## src/oas_pkg.sv

```systemverilog
// package for the operand address and status flag datapath
package oas_pkg;

  // =========================================================
  // status word layout (bit 15 is the msb of the word)
  localparam int ST_W          = 16;
  localparam int FLAG_LGT_POS  = 15;
  localparam int FLAG_AGT_POS  = 14;
  localparam int FLAG_EQ_POS   = 13;
  localparam int FLAG_CY_POS   = 12;
  localparam int FLAG_OV_POS   = 11;
  localparam int FLAG_PAR_POS  = 10;
  localparam int FLAG_XOP_POS  = 9;
  localparam int MASK_LSB_POS  = 0;
  localparam int MASK_W        = 4;
  localparam logic [15:0] ST_RESET_VAL = 16'h0000;
  localparam logic [15:0] SIGN_ONLY    = 16'h8000;
  localparam logic [4:0]  PAR_CNT_MAX  = 5'h08;

  // =========================================================
  // register port map
  localparam logic [3:0] ADDR_STATUS = 4'h0;
  localparam logic [3:0] ADDR_EA     = 4'h1;
  localparam logic [3:0] ADDR_PC     = 4'h2;
  localparam logic [3:0] ADDR_BITADR = 4'h3;

  // =========================================================
  // addressing modes
  typedef enum logic [3:0] {
    AM_SYMBOLIC  = 4'h1,
    AM_INDEXED   = 4'h2,
    AM_IMMEDIATE = 4'h4,
    AM_NONE      = 4'h8
  } oas_amode_t;

  // instruction classes for status update
  typedef enum logic [4:0] {
    OP_NONE, OP_ADD, OP_SUB, OP_CMP, OP_LOGIC, OP_MOV, OP_INC, OP_DEC,
    OP_NEG, OP_ABS, OP_SLA, OP_SHIFT, OP_COC, OP_CZC, OP_TB, OP_DIV,
    OP_SERIAL, OP_XOP, OP_LOAD_MASK_IMMEDIATE, OP_CONTEXT_RETURN, OP_JREL
  } oas_op_t;

  typedef struct packed {
    oas_op_t     op;
    logic        byte_sel;
    logic [15:0] src;
    logic [15:0] dst;
    logic [15:0] result;
    logic        carry_out;
    logic        last_shift_out;
    logic        sign_changed;
    logic [4:0]  bit_count;
    logic [15:0] instr;
  } oas_exec_t;

  typedef struct packed {
    oas_amode_t  mode;
    logic [15:0] next_word;
    logic [15:0] index_val;
  } oas_addr_t;

endpackage : oas_pkg

```

## src/oas_datapath.sv

```systemverilog
// operand address forming and status flag update for the processor core
// ============================================================
//
// Decided for this implementation: the address map and the address-and-strobe port.
module oas_datapath
  import oas_pkg::*;
(
  input  wire logic        ref_clk_in,
  input  wire logic        rst_in,
  input  wire logic        clk_en_in,
  input  wire logic        exec_valid_in,
  input  wire oas_exec_t   exec_in,
  input  wire logic        addr_valid_in,
  input  wire oas_addr_t   addr_in,
  input  wire logic [15:0] pc_updated_in,
  input  wire logic [15:0] serial_base_reg_in,
  input  wire logic [15:0] saved_flags_reg_in,
  input  wire logic        serial_input_pin_in,
  input  wire logic [3:0]  reg_addr_in,
  input  wire logic [15:0] reg_wdata_in,
  input  wire logic        reg_wr_in,
  input  wire logic        reg_rd_in,
  output logic [15:0]      reg_rdata_out,
  output logic [15:0]      status_out,
  output logic [15:0]      eff_addr_out,
  output logic             operand_is_value_out,
  output logic [15:0]      pc_out,
  output logic             pc_load_out,
  output logic [15:0]      bit_addr_out,
  output logic             byte_op_out
);

  // ============================================================
  // serial input synchroniser: change counts when stages 2 and 3 agree
  logic [2:0] sin_sync_reg;
  logic       sin_level_reg;

  always_ff @(posedge ref_clk_in or posedge rst_in) begin
    if (rst_in) begin
      sin_sync_reg  <= 3'h0;
      sin_level_reg <= 1'b0;
    end else if (clk_en_in) begin
      sin_sync_reg <= {sin_sync_reg[1:0], serial_input_pin_in};
      if (sin_sync_reg[1] == sin_sync_reg[2]) begin
        sin_level_reg <= sin_sync_reg[2];
      end
    end
  end

  // ============================================================
  // address forming
  logic [15:0] ea_next;
  logic [15:0] jump_target;
  logic [15:0] bit_addr_next;
  logic [15:0] disp_ext;
  logic [15:0] serial_base;

  assign disp_ext    = {{8{exec_in.instr[7]}}, exec_in.instr[7:0]};
  assign jump_target = pc_updated_in + {disp_ext[14:0], 1'b0};
  assign serial_base = {4'h0, serial_base_reg_in[12:1]};
  assign bit_addr_next = serial_base + disp_ext;

  always_comb begin
    ea_next = 16'h0000;
    if (addr_in.mode == AM_SYMBOLIC) begin
      ea_next = addr_in.next_word;
    end else if (addr_in.mode == AM_INDEXED) begin
      ea_next = addr_in.next_word + addr_in.index_val;
    end else if (addr_in.mode == AM_IMMEDIATE) begin
      ea_next = addr_in.next_word;
    end
  end

  logic [15:0] ea_reg;
  logic        imm_reg;
  logic [15:0] pc_reg;
  logic        pc_load_reg;
  logic [15:0] bit_addr_reg;
  logic        byte_reg;

  always_ff @(posedge ref_clk_in or posedge rst_in) begin
    if (rst_in) begin
      ea_reg  <= 16'h0000;
      imm_reg <= 1'b0;
    end else if (clk_en_in && addr_valid_in) begin
      ea_reg  <= ea_next;
      imm_reg <= (addr_in.mode == AM_IMMEDIATE);
    end
  end

  always_ff @(posedge ref_clk_in or posedge rst_in) begin
    if (rst_in) begin
      pc_reg       <= 16'h0000;
      pc_load_reg  <= 1'b0;
      bit_addr_reg <= 16'h0000;
      byte_reg     <= 1'b0;
    end else if (clk_en_in) begin
      pc_load_reg <= exec_valid_in && (exec_in.op == OP_JREL);
      if (exec_valid_in && exec_in.op == OP_JREL) begin
        pc_reg <= jump_target;
      end
      // only the single-bit test updates the bit address from the displacement in its low byte
      if (exec_valid_in && exec_in.op == OP_TB) begin
        bit_addr_reg <= bit_addr_next;
      end
      if (exec_valid_in) begin
        byte_reg <= exec_in.byte_sel;
      end
    end
  end

  // ============================================================
  // status flag computation
  // byte operands sit in the left byte; flags look at the top eight bits
  logic [15:0] res_v;
  logic [15:0] src_v;
  logic [15:0] dst_v;
  logic [15:0] diff_v;
  logic        ms, md, mr, mdf;
  logic        res_nz;
  logic        src_par;
  logic        res_par;

  always_comb begin
    res_v  = exec_in.byte_sel ? {exec_in.result[15:8], 8'h00} : exec_in.result;
    src_v  = exec_in.byte_sel ? {exec_in.src[15:8], 8'h00} : exec_in.src;
    dst_v  = exec_in.byte_sel ? {exec_in.dst[15:8], 8'h00} : exec_in.dst;
    diff_v = dst_v - src_v;
    ms     = src_v[15];
    md     = dst_v[15];
    mr     = res_v[15];
    mdf    = diff_v[15];
    res_nz = (res_v != 16'h0000);
    src_par = ^exec_in.src[15:8];
    res_par = ^exec_in.result[15:8];
  end

  logic [6:0] flags_reg;
  logic [6:0] flags_next;
  logic [3:0] mask_reg;

  always_comb begin
    flags_next = flags_reg;
    case (exec_in.op)
      OP_CMP: begin
        flags_next[6] = (ms & ~md) | ((ms == md) & mdf);
        flags_next[5] = (~ms & md) | ((ms == md) & mdf);
        flags_next[4] = (src_v == dst_v);
        if (exec_in.byte_sel) begin
          flags_next[1] = src_par;
        end
      end
      OP_ADD, OP_SUB: begin
        flags_next[6] = res_nz;
        flags_next[5] = res_nz & ~mr;
        flags_next[4] = ~res_nz;
        flags_next[3] = exec_in.carry_out;
        if (exec_in.op == OP_ADD) begin
          flags_next[2] = (ms == md) & (mr != md);
        end else begin
          flags_next[2] = (ms != md) & (mr != md);
        end
        if (exec_in.byte_sel) begin
          flags_next[1] = res_par;
        end
      end
      OP_LOGIC, OP_MOV: begin
        flags_next[6] = res_nz;
        flags_next[5] = res_nz & ~mr;
        flags_next[4] = ~res_nz;
        if (exec_in.byte_sel) begin
          flags_next[1] = (exec_in.op == OP_MOV) ? src_par : res_par;
        end
      end
      OP_INC, OP_DEC, OP_NEG: begin
        flags_next[6] = res_nz;
        flags_next[5] = res_nz & ~mr;
        flags_next[4] = ~res_nz;
        flags_next[3] = exec_in.carry_out;
        if (exec_in.op == OP_INC) begin
          flags_next[2] = ~ms & mr;
        end else if (exec_in.op == OP_DEC) begin
          flags_next[2] = ms & ~mr;
        end else begin
          flags_next[2] = (exec_in.src == SIGN_ONLY);
        end
      end
      OP_ABS: begin
        flags_next[6] = (exec_in.src != 16'h0000);
        flags_next[5] = ~exec_in.src[15] & (exec_in.src != 16'h0000);
        flags_next[4] = (exec_in.src == 16'h0000);
        flags_next[3] = exec_in.carry_out;
        flags_next[2] = (exec_in.src == SIGN_ONLY);
      end
      OP_SLA, OP_SHIFT: begin
        flags_next[6] = res_nz;
        flags_next[5] = res_nz & ~mr;
        flags_next[4] = ~res_nz;
        flags_next[3] = exec_in.last_shift_out;
        if (exec_in.op == OP_SLA) begin
          flags_next[2] = exec_in.sign_changed;
        end
      end
      OP_COC: flags_next[4] = ((exec_in.src & ~exec_in.dst) == 16'h0000);
      OP_CZC: flags_next[4] = ((exec_in.src & exec_in.dst) == 16'h0000);
      OP_TB:  flags_next[4] = sin_level_reg;
      OP_DIV: flags_next[2] = (~ms & md) | ((ms == md) & ~mdf);
      OP_SERIAL: begin
        flags_next[6] = res_nz;
        flags_next[5] = res_nz & ~mr;
        flags_next[4] = ~res_nz;
        flags_next[1] = (exec_in.bit_count >= 5'h01) && (exec_in.bit_count <= PAR_CNT_MAX)
                        && src_par;
      end
      OP_XOP:  flags_next[0] = 1'b1;
      default: flags_next = flags_reg;
    endcase
  end

  always_ff @(posedge ref_clk_in or posedge rst_in) begin
    if (rst_in) begin
      flags_reg <= ST_RESET_VAL[15:9];
    end else if (clk_en_in) begin
      if (reg_wr_in && reg_addr_in == ADDR_STATUS) begin
        flags_reg <= reg_wdata_in[FLAG_LGT_POS:FLAG_XOP_POS];
      end else if (exec_valid_in) begin
        flags_reg <= flags_next;
      end
    end
  end

  always_ff @(posedge ref_clk_in or posedge rst_in) begin
    if (rst_in) begin
      mask_reg <= ST_RESET_VAL[3:0];
    end else if (clk_en_in) begin
      if (reg_wr_in && reg_addr_in == ADDR_STATUS) begin
        mask_reg <= reg_wdata_in[MASK_W-1:MASK_LSB_POS];
      end else if (exec_valid_in && exec_in.op == OP_LOAD_MASK_IMMEDIATE) begin
        mask_reg <= exec_in.src[MASK_W-1:0];
      end else if (exec_valid_in && exec_in.op == OP_CONTEXT_RETURN) begin
        mask_reg <= saved_flags_reg_in[MASK_W-1:0];
      end
    end
  end

  // ============================================================
  // register port and outputs
  logic [15:0] status_word;
  assign status_word = {flags_reg, 5'h00, mask_reg};

  logic [15:0] rdata_reg;
  logic [15:0] status_reg;

  always_ff @(posedge ref_clk_in or posedge rst_in) begin
    if (rst_in) begin
      rdata_reg  <= 16'h0000;
      status_reg <= ST_RESET_VAL;
    end else if (clk_en_in) begin
      status_reg <= status_word;
      rdata_reg  <= 16'h0000;
      if (reg_rd_in) begin
        if (reg_addr_in == ADDR_STATUS) begin
          rdata_reg <= status_word;
        end else if (reg_addr_in == ADDR_EA) begin
          rdata_reg <= ea_reg;
        end else if (reg_addr_in == ADDR_PC) begin
          rdata_reg <= pc_reg;
        end else if (reg_addr_in == ADDR_BITADR) begin
          rdata_reg <= bit_addr_reg;
        end
      end
    end
  end

  assign reg_rdata_out        = rdata_reg;
  assign status_out           = status_reg;
  assign eff_addr_out         = ea_reg;
  assign operand_is_value_out = imm_reg;
  assign pc_out               = pc_reg;
  assign pc_load_out          = pc_load_reg;
  assign bit_addr_out         = bit_addr_reg;
  assign byte_op_out          = byte_reg;
endmodule // oas_datapath

```

## config.mk

```make
export PLATFORM = sky130hd
export DESIGN_NAME = oas_datapath
export DESIGN_NICKNAME = d
export VERILOG_FILES = /design/src/oas_pkg.sv /design/src/oas_datapath.sv
export SDC_FILE = /design/constraint.sdc
export NUM_CORES = 1
export LEC_CHECK = 0
export BUFFER_PORTS_ARGS = -buffer_cell sky130_fd_sc_hd__buf_4
export CORE_MARGIN = 8
export CORE_UTILIZATION = 45
export DETAILED_ROUTE_END_ITERATION = 10
export GPL_ROUTABILITY_DRIVEN = 0
export PLACE_DENSITY = 0.74
export SYNTH_ARGS = -nofsm -noshare
export SYNTH_HDL_FRONTEND = slang
export SYNTH_SLANG_ARGS = --single-unit
```

## constraint.sdc

```tcl
create_clock -name ref_clk_in -period 3.4 [get_ports ref_clk_in]
set_input_delay 0.34 -clock ref_clk_in [delete_from_list [all_inputs] [get_ports ref_clk_in]]
set_output_delay 0.34 -clock ref_clk_in [all_outputs]
set_load 0.02 [all_outputs]
```

==> results.json <==
{
  "die_h_um": 145.8,
  "critical_path_class": "in -> reg",
  "design.final.nets": 1383,
  "worst-r2r-setup-slack_ns": 2.09,
  "worst_hold_slack_after_final_layout_ns": 0.1860,
  "worst-endpoint-required_ns": 3.61,
  "worst_reg2reg_path_endpoint": "reg_rdata_out[13]",
  "startpoint_type": "input port",
  "worst_ir_drop_vdd_mv": 0.3270,
  "flow.area_growth_from_synthesis_pct": 29.35,
  "post-route-period-util_pct": 78.16,
  "yosys.area.top_type": "dfrtp_1",
  "cts_tree": "yes",
  "status": "complete, no violations",
  "die_area_mm2": 0.02125,
  "total_global_routing_overflow": 0,
  "h_tree_levels": 3,
  "syn_avg_cell_area_um2": 8.477,
  "fin_worst_skew_ns": 0.006579,
  "fmaxAchievable_mhz": 376.3,
  "start_util_pct": 45.86,
  "distinct_cell_type_count_of_the_synthesized_netlist": 66,
  "path_buf_inv": 1,
  "port_buffers": 238,
  "post_route_cells_drive_above_1_share_pct": 26.46,
  "fp.coreArea_mm2": 0.01652,
  "worst_pin_slew_ns": 0.9483,
  "final.min_clock_period_ns": 2.658,
  "post_synth_design_cell_area_mm2": 0.007579,
  "cp_data_arrival_time_ns": 2.86,
  "rel_slew_slack_pct": 36.66,
  "max-clock-path-buffers": 2,
  "routed-via-count": 7336,
  "synth-edff-count": 0,
  "synth_warnings": 0,
  "finalInstanceArea_mm2": 0.009803,
  "boundaryPins": 273,
  "antenna_diode_count": 0,
  "critical-path-top-delay-family": "compound AO/OA/AOI/OAI gates",
  "synth.ff_latch_count": 91,
  "worstSkewPairLatency_ns": 0.35,
  "setup_total_negative_slack_ns": 0,
  "final_common_cell": "buf_4",
  "grt.total_usage_pct": 22.71,
  "critical_path.cell_chain": "buf_4 > nand2b_1 > ha_1 > nor2b_1 > o21ai_0 > nand2b_1 > a21oi_1 > nor2b_1 > o21ai_0 > nand2b_1 > a31oi_1 > fa_1 > o22ai_1 > a32oi_1 > o211ai_1 > o21ai_1 > a21oi_1",
  "dr.first_iter.drc_count": 506,
  "setup-violations-final": 0,
  "cts_num_sinks": 91,
  "route.antenna.remaining_nets": 0,
  "hpwlAfterDp_um": 19790,
  "crit_path_top_delay_cell": "a31oi_1",
  "finalWorstSetupSlack_ns": 0.7424,
  "detail_route.wirelength_um": 24360,
  "cellPowerDensity_mw_per_mm2": 402.5,
  "floorplan.rows": 47,
  "final-hold-violation-count": 0,
  "worstSetupEndpointType": "register",
  "holdBufCountCts": 0,
  "synth-async-reset-ratio_pct": 100.0,
  "placement.cell_area_mm2": 0.009489,
  "worst-r2r-cell-count": 5,
  "grt_first_pass_wirelength_um": 39430,
  "vias_per_instance": 5.512,
  "clock-root-buffer": "clkbuf_16",
  "worstPathMaxFanout": 20,
  "ys_top_cells_by_area": "dfrtp_1 30%, ha_1 14%, nand2_1 4.3%",
  "power_w": 0.003945,
  "regToRegStartpoint": "bit_addr_out[14]",
  "grt_antenna_before_repair": 1,
  "synth.yosys.seq_area_share_pct": 30.05,
  "synth_flop_cell": "dfrtp_1",
  "worst_setup_hold_path_clk_slew_ns": 0.07,
  "synth_cells": 894,
  "placement.setup.worst_slack_ns": 0.3991,
  "drc_errors": 0,
  "ctsResizeCount": 0,
  "rsz0062_at_grt": "false",
  "vias_in_the_first_global_route": 7499,
  "maxSlewViolCount": 0,
  "cts_setup_buffers": 0,
  "share_of_the_synthesized_area_in_the_top_cell_type_pct": 30.05,
  "layout_common_cells": "243 x buf_4, 91 x dfrtp_1, 86 x nand2_1",
  "die_width_um": 145.8,
  "worst_path_most_repeated_cell": "nand2b_1",
  "hold_class": "in -> async",
  "routed_wire_length_per_instance_um": 18.30,
  "maximum_capacitance_violations": 0,
  "grt_max_degree": 76,
  "critPathMaxStageDelay_ns": 0.30,
  "numCtsBuffers": 9,
  "dr.pass1.iters": 5,
  "power.static_leakage_nw": 4.804
}
stage by stage:
step	util (%)	std cells
floorplan	-	898
global placement	57.42	1315
detailed placement	57.42	1315
CTS	59.32	1331
global route	59.32	1331
finish	59.32	1331
final cells by class:
cell class                      count  area [um2]
Fill cell                        1495        6721
Inverter                           70       265.3
Multi-Input combinational cell    691        4847
Timing Repair Buffer              243        1824
Tap cell                          220       275.3
Sequential cell                    91        2277
Clock inverter                      6       75.07
Clock buffer                       10       239.0
worst register-to-register path, delay by kind of cell, from the launching register on:
kind / cells / cell delay (ns)
and+or+nand+nor: 2 / 0.28
AOI/OAI and AO/OA: 3 / 0.49
DFF: 1 / 0.45
kinds of logic (layout without fill, tap and decap cells):
logic type      count (synthesis)  count (layout)  share of synthesized area [%]
buf+inv                       116             329                          6.191
mux                            35              35                          4.986
compound gates                253             253                          21.58
fa+ha+maj                      87              87                          14.86
simple gates                  264             264                          16.86
flops                          91              91                          30.05
xor+xnor                       47              47                          5.432
other cells                     1               5                        0.04948
per-layer routing:
| layer | vias to the layer above | track usage [%] | wire (um) |
|---|---|---|---|
| li1 | 3594 | - | - |
| met1 | 3430 | 27.71 | 10250 |
| met2 | 274 | 37.67 | 11580 |
| met3 | 36 | 6.996 | 1987 |
| met4 | 2 | 6.715 | 520 |
| met5 | - | 0 | 17 |
synth_stat cells, drive strengths merged (14+ instances only):
cell type / instances
nand2b: 25
a21oi: 58
xor2: 21
nand2: 86
nand3: 17
nor2b: 21
o21ai: 78
clkbuf: 31
dfrtp: 91
nor2: 64
buf: 15
ha: 82
a21o: 14
nor3: 16
xnor2: 26
inv: 70
mux2: 22
worst max-delay path by stage:
| stage | start | to | cells after the start |
|---|---|---|---|
| floorplan | exec_in[72] | flags_reg[2] | 18 |
| global placement | exec_in[72] | flags_reg[2] | 17 |
| detailed placement | exec_in[72] | flags_reg[2] | 17 |
| CTS | exec_in[72] | flags_reg[2] | 17 |
| global route | exec_in[72] | flags_reg[2] | 17 |
| finish | exec_in[72] | flags_reg[2] | 17 |
power by group:
| group | switching (W) | leakage, nW | internal, W |
|---|---|---|---|
| Combinational | 0.000781 | 3.48 | 0.000665 |
| Clock | 0.000460 | 0.152 | 0.000604 |
| Sequential | 0.000175 | 1.17 | 0.00126 |
| Total | 0.00142 | 4.80 | 0.00253 |
Power figures use the tool's default switching activity.
